`src/inc/csp_pkg.sv`:
```
// constants and types for the codec serial port pin logic
// Overview of operation
// - The port counts as busy while frame_sync_n is low and stays busy until the next bit clock fall after it rises.
// - frame_sync_n stays low for every bit of a transfer and rises only after the last bit.
// - The serial data output is released (enable low) whenever frame_sync_n is high.
// - Converter result bits leave on the serial data output in step with the bit clock.
// - The host drives sample and command bits on the data input in step with the bit clock; the device captures them on the same clock.
// - On a primary transfer function_ctrl is sampled and held on the bit clock rise of the last bit, one master clock before frame_sync_n rises.
// - In phone mode the alternate_input pin replaces the device output during secondary transfers.
// - In phone mode each flag pin shows its bit of the second control register.
// - Every internal timing enable is derived from the master clock.
`default_nettype none
package csp_pkg;
  localparam int CSP_WORD_BITS = 16;
  localparam int CSP_PIN_LANES = 4;
  localparam int CSP_LANE_SCLK = 3;
  localparam int CSP_LANE_DIN  = 2;
  localparam int CSP_LANE_FC   = 1;
  localparam int CSP_LANE_ALT  = 0;
  localparam int CSP_FLAG_BITS = 2;
  localparam logic CSP_FLAG_IDLE = 1'b0;
  typedef enum logic [1:0] {
    CSP_IDLE,
    CSP_SHIFT,
    CSP_DONE
  } csp_state_t;
endpackage : csp_pkg
`default_nettype wire

```
`src/core/csp_sync.sv`:
```
// two flip-flop synchroniser for pin inputs
`timescale 1ns/1ns
`default_nettype none
module csp_sync #(
  parameter int W = 1
) (
  input  wire logic         clk_i,
  input  wire logic         rst_i,
  input  wire logic [W-1:0] d_i,
  output logic      [W-1:0] q_o
);
  logic [W-1:0] meta_q;
  always_ff @(posedge clk_i or posedge rst_i) begin
    if (rst_i) begin
      meta_q <= '0;
      q_o    <= '0;
    end else begin
      meta_q <= d_i;
      q_o    <= meta_q;
    end
  end
endmodule : csp_sync
`default_nettype wire

```
`src/core/csp_port.sv`:
```
// codec serial port: frame sync, data shift, phone mode pass-through
`timescale 1ns/1ns
`default_nettype none
module csp_port
  import csp_pkg::*;
#(
  parameter int WORD_BITS = CSP_WORD_BITS
) (
  input  wire logic                     clk_i,
  input  wire logic                     rst_i,
  input  wire logic                     sclk_i,
  input  wire logic                     din_i,
  input  wire logic                     function_ctrl_i,
  input  wire logic                     alternate_input_i,
  input  wire logic                     start_i,
  input  wire logic                     secondary_i,
  input  wire logic [WORD_BITS-1:0]     adc_word_i,
  input  wire logic                     phone_mode_i,
  input  wire logic [CSP_FLAG_BITS-1:0] ctrl2_flags_i,
  output logic                          frame_sync_n_o,
  output logic                          dout_o,
  output logic                          dout_oe_o,
  output logic [CSP_FLAG_BITS-1:0]      flag_o,
  output logic [WORD_BITS-1:0]          rx_word_o,
  output logic                          rx_valid_o,
  output logic                          rx_secondary_o,
  output logic                          function_ctrl_o,
  output logic                          busy_o
);
  localparam int CW = $clog2(WORD_BITS + 1);
  localparam logic [CW-1:0] LAST = CW'(WORD_BITS - 1);

  logic [CSP_PIN_LANES-1:0] pin_raw;
  logic [CSP_PIN_LANES-1:0] pin_s;
  logic                 sclk_s;
  logic                 din_s;
  logic                 fc_s;
  logic                 alt_s;
  logic                 sclk_prev_q;
  logic                 rise;
  logic                 fall;
  csp_state_t           state_q;
  logic [CW-1:0]        cnt_q;
  logic [WORD_BITS-1:0] tx_q;
  logic [WORD_BITS-1:0] rx_q;
  logic                 sec_q;
  logic                 alt_out;
  logic                 dout_d;
  logic [CSP_FLAG_BITS-1:0] flag_d;
  logic                 frame_take;
  logic                 final_rise;

  // frame opens on a synced bit clock fall while idle with a request
  function automatic logic is_take(input csp_state_t st,
                                   input logic       req,
                                   input logic       sclk_fall);
    return (st == CSP_IDLE) && req && sclk_fall;
  endfunction : is_take

  // rise that captures the last bit of a frame
  function automatic logic is_final(input csp_state_t    st,
                                    input logic [CW-1:0] cnt,
                                    input logic          sclk_rise);
    return (st == CSP_SHIFT) && sclk_rise && (cnt == LAST);
  endfunction : is_final

  assign frame_take = is_take(state_q, start_i, fall);
  assign final_rise = is_final(state_q, cnt_q, rise);

  // all pins from outside the clock domain pass two flip-flops
  assign pin_raw[CSP_LANE_SCLK] = sclk_i;
  assign pin_raw[CSP_LANE_DIN]  = din_i;
  assign pin_raw[CSP_LANE_FC]   = function_ctrl_i;
  assign pin_raw[CSP_LANE_ALT]  = alternate_input_i;

  csp_sync #(.W(CSP_PIN_LANES)) u_sync (
    .clk_i (clk_i),
    .rst_i (rst_i),
    .d_i   (pin_raw),
    .q_o   (pin_s)
  );
  assign sclk_s = pin_s[CSP_LANE_SCLK];
  assign din_s  = pin_s[CSP_LANE_DIN];
  assign fc_s   = pin_s[CSP_LANE_FC];
  assign alt_s  = pin_s[CSP_LANE_ALT];

  // bit clock edges found with the master clock
  always_ff @(posedge clk_i or posedge rst_i) begin
    if (rst_i) begin
      sclk_prev_q <= 1'b0;
    end else begin
      sclk_prev_q <= sclk_s;
    end
  end
  assign rise = sclk_s & ~sclk_prev_q;
  assign fall = ~sclk_s & sclk_prev_q;

  // frame sequencer
  always_ff @(posedge clk_i or posedge rst_i) begin
    if (rst_i) begin
      state_q <= CSP_IDLE;
      cnt_q   <= '0;
      sec_q   <= 1'b0;
    end else begin
      case (state_q)
        CSP_IDLE: begin
          if (frame_take) begin
            state_q <= CSP_SHIFT;
            cnt_q   <= '0;
            sec_q   <= secondary_i;
          end
        end
        CSP_SHIFT: begin
          if (rise) begin
            if (cnt_q == LAST) begin
              state_q <= CSP_DONE;
            end else begin
              cnt_q <= cnt_q + 1'b1;
            end
          end
        end
        CSP_DONE: begin
          if (fall) begin
            state_q <= CSP_IDLE;
          end
        end
        default: state_q <= CSP_IDLE;
      endcase
    end
  end

  // frame sync low for the whole transfer
  always_ff @(posedge clk_i or posedge rst_i) begin
    if (rst_i) begin
      frame_sync_n_o <= 1'b1;
      busy_o         <= 1'b0;
    end else begin
      frame_sync_n_o <= (state_q != CSP_SHIFT);
      busy_o         <= (state_q != CSP_IDLE);
    end
  end

  // transmit shift on falling bit clock, receive on rising
  always_ff @(posedge clk_i or posedge rst_i) begin
    if (rst_i) begin
      tx_q <= '0;
    end else if (frame_take) begin
      tx_q <= adc_word_i;
    end else if (state_q == CSP_SHIFT && fall) begin
      tx_q <= {tx_q[WORD_BITS-2:0], 1'b0};
    end
  end

  always_ff @(posedge clk_i or posedge rst_i) begin
    if (rst_i) begin
      rx_q <= '0;
    end else if (state_q == CSP_SHIFT && rise) begin
      rx_q <= {rx_q[WORD_BITS-2:0], din_s};
    end
  end

  always_ff @(posedge clk_i or posedge rst_i) begin
    if (rst_i) begin
      rx_word_o      <= '0;
      rx_valid_o     <= 1'b0;
      rx_secondary_o <= 1'b0;
    end else begin
      rx_valid_o <= 1'b0;
      if (final_rise) begin
        rx_word_o      <= {rx_q[WORD_BITS-2:0], din_s};
        rx_valid_o     <= 1'b1;
        rx_secondary_o <= sec_q;
      end
    end
  end

  // function control latched on the last bit clock rise of a primary transfer, one clock before frame sync rises
  always_ff @(posedge clk_i or posedge rst_i) begin
    if (rst_i) begin
      function_ctrl_o <= 1'b0;
    end else if (final_rise && !sec_q) begin
      function_ctrl_o <= fc_s;
    end
  end

  // data output, tristate outside frame, phone pass-through
  assign alt_out = phone_mode_i & sec_q;
  always_comb begin
    dout_d = tx_q[WORD_BITS-1];
    if (alt_out) begin
      dout_d = alt_s;
    end
  end

  always_ff @(posedge clk_i or posedge rst_i) begin
    if (rst_i) begin
      dout_o    <= 1'b0;
      dout_oe_o <= 1'b0;
    end else begin
      dout_oe_o <= (state_q == CSP_SHIFT);
      dout_o    <= dout_d;
    end
  end

  // flag pins: control bit in phone mode, idle level otherwise
  for (genvar g = 0; g < CSP_FLAG_BITS; g++) begin : g_flag
    assign flag_d[g] = phone_mode_i ? ctrl2_flags_i[g]
                                    : CSP_FLAG_IDLE;
  end

  always_ff @(posedge clk_i or posedge rst_i) begin
    if (rst_i) begin
      flag_o <= {CSP_FLAG_BITS{CSP_FLAG_IDLE}};
    end else begin
      flag_o <= flag_d;
    end
  end
endmodule : csp_port
`default_nettype wire

```
`config.mk`:
```
export PLATFORM = sky130hd
export DESIGN_NAME = csp_port
export DESIGN_NICKNAME = d
export VERILOG_FILES = /design/src/inc/csp_pkg.sv /design/src/core/csp_sync.sv /design/src/core/csp_port.sv
export SDC_FILE = /design/constraint.sdc
export NUM_CORES = 1
export LEC_CHECK = 0
export ABC_AREA = 1
export BUFFER_PORTS_ARGS = -buffer_cell sky130_fd_sc_hd__buf_2
export CORE_MARGIN = 10
export CORE_UTILIZATION = 60
export CTS_BUF_LIST = sky130_fd_sc_hd__clkbuf_4
export CTS_CLUSTER_DIAMETER = 50
export CTS_CLUSTER_SIZE = 25
export DETAILED_ROUTE_END_ITERATION = 6
export GPL_TIMING_DRIVEN = 0
export PLACE_DENSITY = 0.94
export SETUP_SLACK_MARGIN = 0.1
export SYNTH_ARGS = -nofsm -noshare
export SYNTH_HDL_FRONTEND = slang
export SYNTH_HIERARCHICAL = 1
export SYNTH_SLANG_ARGS = --single-unit
```
`constraint.sdc`:
```
create_clock -name clk_i -period 3.5 [get_ports clk_i]
set_clock_uncertainty 0.1 [all_clocks]
set_input_delay 0.875 -clock clk_i [delete_from_list [all_inputs] [get_ports clk_i]]
set_output_delay 0.875 -clock clk_i [all_outputs]
set_load 0.005 [all_outputs]
```
* After elaboration in Yosys (flattened, before gate mapping) *
Index checks and enable logic that the tools add are counted.
W data, S select, Z words.

cells by class
  equality and inequality tests = 9
  mux-type cells = 15
  reduce and logical (&&, ||, !) cells = 14
  bitwise logic cells = 5
  add/sub/neg operators = 1

operators with widths
  kind                   count
  $mux W16               2
  $mux W5                3
  $ne A2 B2 Y1 const B   5
  $pmux W5 S2            1
  $mux W2                4
  $reduce_and A4 Y1      2
  $logic_and A1 B1 Y1    6
  $pmux W2 S3            1
  $reduce_bool A2 Y1     3
  $add A5 B1 Y5 const B  1
  $eq A5 B4 Y1 const B   1
  $mux W1                4
  $and A1 B1 Y1          3
  $eq A2 B1 Y1 const B   1
  $eq A2 B2 Y1 const B   1
  $logic_not A2 Y1       1
  $ne A2 B1 Y1 const B   1
  $not A1 Y1             2
  $reduce_and A2 Y1      1
  $logic_not A1 Y1       1

storage, ports and cells
  flip-flop bits (word level) = 73
  word-level logic and storage cells = 61
  output and inout port bits = 25

* Longest topological paths before layout *
  word-level depth = 5
  gate-level depth with buffers = 10

* Modules after synthesis *
The synthesis kept the hierarchy.

by module, submodules not included
  module    seq. area each (um^2)  area each (um^2)  cells an instance  times used
  csp_port  1627.8                 2728.9            310                1
  csp_sync  200.2                  203.9             9                  1

* Least setup slack after synthesis *
No wires, ideal clock.

  kind = input port to flip-flop
  from = input start_i
  to = register tx_q[10]
  setup time = 0.123 ns
  cell stages on the path = 6
  arrival time = 1.478 ns
  path slack = 1.799 ns
  buffers on the path = 1
  cell sequence = nand3_1 nor2_4 nor2_4 buf_4 nand2_1 nand2_1

between the ends
  cells in the longest elaborated chain, start to end = 3
  elaborated cells between the ends (all ways) = 4
  classes of those cells = 1 x mux; 3 x reduce/logical

ends and longest elaborated chain
  what                                            RTL line         RTL
  start: declaration                              csp_port.sv:15   input wire logic start_i,
  $logic_and A1 B1 Y1 * (2 in a row)              csp_port.sv:57   return (st == CSP_IDLE) && req && sclk_fall;
  $mux W16 or $reduce_bool A2 Y1 (tied branches)  --
  end signal: assignment                          csp_port.sv:148  tx_q <= adc_word_i;
  end signal: assignment                          csp_port.sv:150  tx_q <= {tx_q[WORD_BITS-2:0], 1'b0};
  end: declaration                                csp_port.sv:44   logic [WORD_BITS-1:0] tx_q;

Every way passes the cells marked *; elsewhere a longest branch is shown, timed or not.
A chain may end at the register's enable or synchronous reset.

* Worst setup path after layout *
  from = register frame_sync_n_o
  to = output frame_sync_n_o

RTL lines
  what                      RTL line         RTL
  start: declaration        csp_port.sv:20   output logic frame_sync_n_o,
  start signal: assignment  csp_port.sv:138  frame_sync_n_o <= (state_q != CSP_SHIFT);

No word-level cell between the ends.

==> results.yml <==
worst_setup_path:
  crit_chain: "buf_2"
  critical_path_buf_inv_count: 1
  criticalPathCategory: "reg -> out"
  worstSetupStartpointType: "flip-flop"
  crit_fanout: 1
  path_delay_family: "flip-flops"
  cp.required_ns: 2.52
  r2r_cells: 10
  cpPeakStageDelay_ns: 0.53
  r2r_end: "rx_word_o[9]$_DFFE_PP0P_"
  cp-end-kind: "output pin"
  critPathSlowestCell: "dfstp_2"
  reg2reg_from: "cnt_q[0]$_DFFE_PP0P_"
  rrSetupSlack_ns: 1.57
  critical_path_arrival_ns: 1.03
min_path:
  worstHoldStart: "u_sync/meta_q[1]$_DFF_PP0_"
  hold_path_class: "reg -> reg"
  hold_end: "u_sync/q_o[1]$_DFF_PP0_"
  whs_path_depth: 0
power_and_ir_drop:
  power_leakage_nw: 1.89
  total_power_mw: 2.15
  pwr_density_cell_nw_per_um2: 621
  vdd_drop_max_v: 0.000407
sta:
  setup_ws_ns: 1.50
  rsz0062_at_grt: "no"
  max_freq_mhz: 499
  tightest_slew_ns: 0.456
  fin_tns_setup_ns: 0
  setup_viol: 0
  hold_viol: 0
  relSlewSlack: 0.696
  hold_slack_ns: 0.260
  finalMaxSlewViolations: 0
  fin_crit_ns: 2.00
  fin_crit_sh: 0.573
clock_tree:
  cts_buffer_depth: 2
  cts_tree: "done"
  cts_max_level: 3
  cts_setup_buffers: 0
  cts_buffers: 9
  root_buffer: "clkbuf_4"
  clkLatencyLatePin_ns: 0.41
  path_clk_slew_ns: 0.11
  clock-sinks: 73
  cts_resized: 0
  cts_hold_buf: 0
logic_synthesis:
  ys_warn_count: 6
  synth.distinct_cells: 23
  synthTopCellsByArea: "dfrtp_1 (61%), nand2_1 (16%), o21ai_0 (4.9%)"
  avgSynthCellArea_um2: 9.19
  synth_cells: 319
  ys_seq_area_frac: 0.623
  synth_top_area_share: 0.614
  synth_top_cell_by_area: "dfrtp_1"
  ys_ff_latch: 73
  mappedNetlistNets: 348
  synth_area_um2: 2930
final_layout:
  final_util: 0.732
  layout.cells.non_filler: 454
  postLayoutCellArea_um2: 3460
  n_antenna_cell: 0
  fillers: 329
  drive_above_1_share: 0.225
  multi_input_area_um2: 922
  seqCellArea_um2: 1830
  syn_to_final_growth_pct: 17.9
  final_nets: 411
detailed_routing:
  met1Wirelength_um: 2650
  routed-wl-met3_um: 317
  ant_nets: 0
  wire_per_inst_um: 13.4
  viasPerCell: 5.01
  dr.max_layer_used: "met4"
  wirelength_um: 6060
  drc: 0
  dr.pass1.iters: 4
  met2_length_um: 2960
  vias: 2275
  drt_iter0_markers: 148
placed_design:
  portBuffers: 51
  post-place-ws_ns: 1.52
  dpl.hpwl_um: 4450
  dp_cells: 438
  gp_congestion: 0.803
  place_area_um2: 3290
outcome:
  status: "finished clean"
floorplan:
  die_w_um: 89.9
  dieArea_um2: 8080
  rows: 25
  core_region_area_um2: 4720
  ioPinCount: 52
  die_y_um: 89.9
  start_util: 0.621
grt:
  grt-ovfl-total: 0
  grt_pass1_wl_um: 10500
  grt_max_degree: 47
  antenna_found_initial: 0
  grt_pass1_vias: 2362
  grt_util_all_layers: 0.157
run:
  drv_cap: 0
[synthesized netlist by cell type]
master	n
nand2_1	127
dfrtp_1	72
inv_1	29
o21ai_0	29
o21ai_1	16
nor2_1	9
nand3_1	8
clkbuf_1	4
nor2_4	4
inv_2	3
buf_2	2
buf_4	2
buf_6	2
ha_1	2
or2_2	2
a21oi_1	1
a31oi_1	1
dfstp_2	1
nand2_4	1
nand4_1	1
nor2_8	1
nor3b_1	1
o21a_1	1
[final cells by class]
type                       count  area share
inverter                      32      0.0347
buffer                        10      0.0181
tap                           67      0.0242
timing repair buffer          52      0.0796
clock buffer                  10      0.0217
clock inverter                 6      0.0264
sequential                    73       0.529
multi-input combinational    204       0.267
[worst max-delay path by stage]
stage	cells past startpoint	start	slack, ns	end
after floorplan	1	rst_i	0.90	busy_o$_DFF_PP0_
after global placement	2	rst_i	0.21	rx_word_o[10]$_DFFE_PP0P_
after detailed placement	7	start_i	1.52	tx_q[7]$_DFFE_PP0P_
after CTS	1	frame_sync_n_o$_DFF_PP1_	1.47	frame_sync_n_o
after global routing	10	cnt_q[0]$_DFFE_PP0P_	1.38	rx_word_o[4]$_DFFE_PP0P_
final	1	frame_sync_n_o$_DFF_PP1_	1.50	frame_sync_n_o
[cells in the final DEF, fill, tap and decap left out, types with 2 or more instances in the layout]
cell,n
buf_2,53
buf_4,2
buf_6,2
bufinv_16,2
clkbuf_1,4
clkbuf_4,10
clkinv_4,2
dfrtp_1,72
ha_1,2
inv_1,28
inv_2,4
nand2_1,127
nand3_1,8
nor2_1,9
nor2_4,4
o21ai_0,29
o21ai_1,16
or2_2,2
[flip-flops by register name (all words and copies together) (netlist names), 2 cells and up]
| signal | count |
|---|---|
| cnt_q | 5 |
| flag_o | 2 |
| rx_q | 15 |
| rx_word_o | 16 |
| state_q | 2 |
| tx_q | 16 |
| u_sync/meta_q | 4 |
| u_sync/q_o | 4 |
[cells by family (layout without fill, tap and decap cells)]
kind of cell,Yosys count,after routing,synth area share
DFF,73,73,0.623
AOI/OAI and AO/OA,48,48,0.0832
adders and majority gates,2,2,0.00853
buffers and inverters,42,110,0.0623
and+or+nand+nor,154,154,0.223
[layer usage]
| metal | track usage | vias up |
|---|---|---|
| li1 | - | 1122 |
| met3 | 0.0524 | 10 |
| met4 | 0.0875 | 0 |
| met1 | 0.178 | 1080 |
| met5 | 0 | - |
| met2 | 0.256 | 63 |
[report_power, final]
part,internal [mW],switching [mW],total (mW),leakage [nW]
clock,0.302,0.298,0.600,0.0910
combinational,0.153,0.268,0.421,0.853
sequential,1.02,0.102,1.13,0.950
No activity file was read; power rests on OpenSTA's default activity.
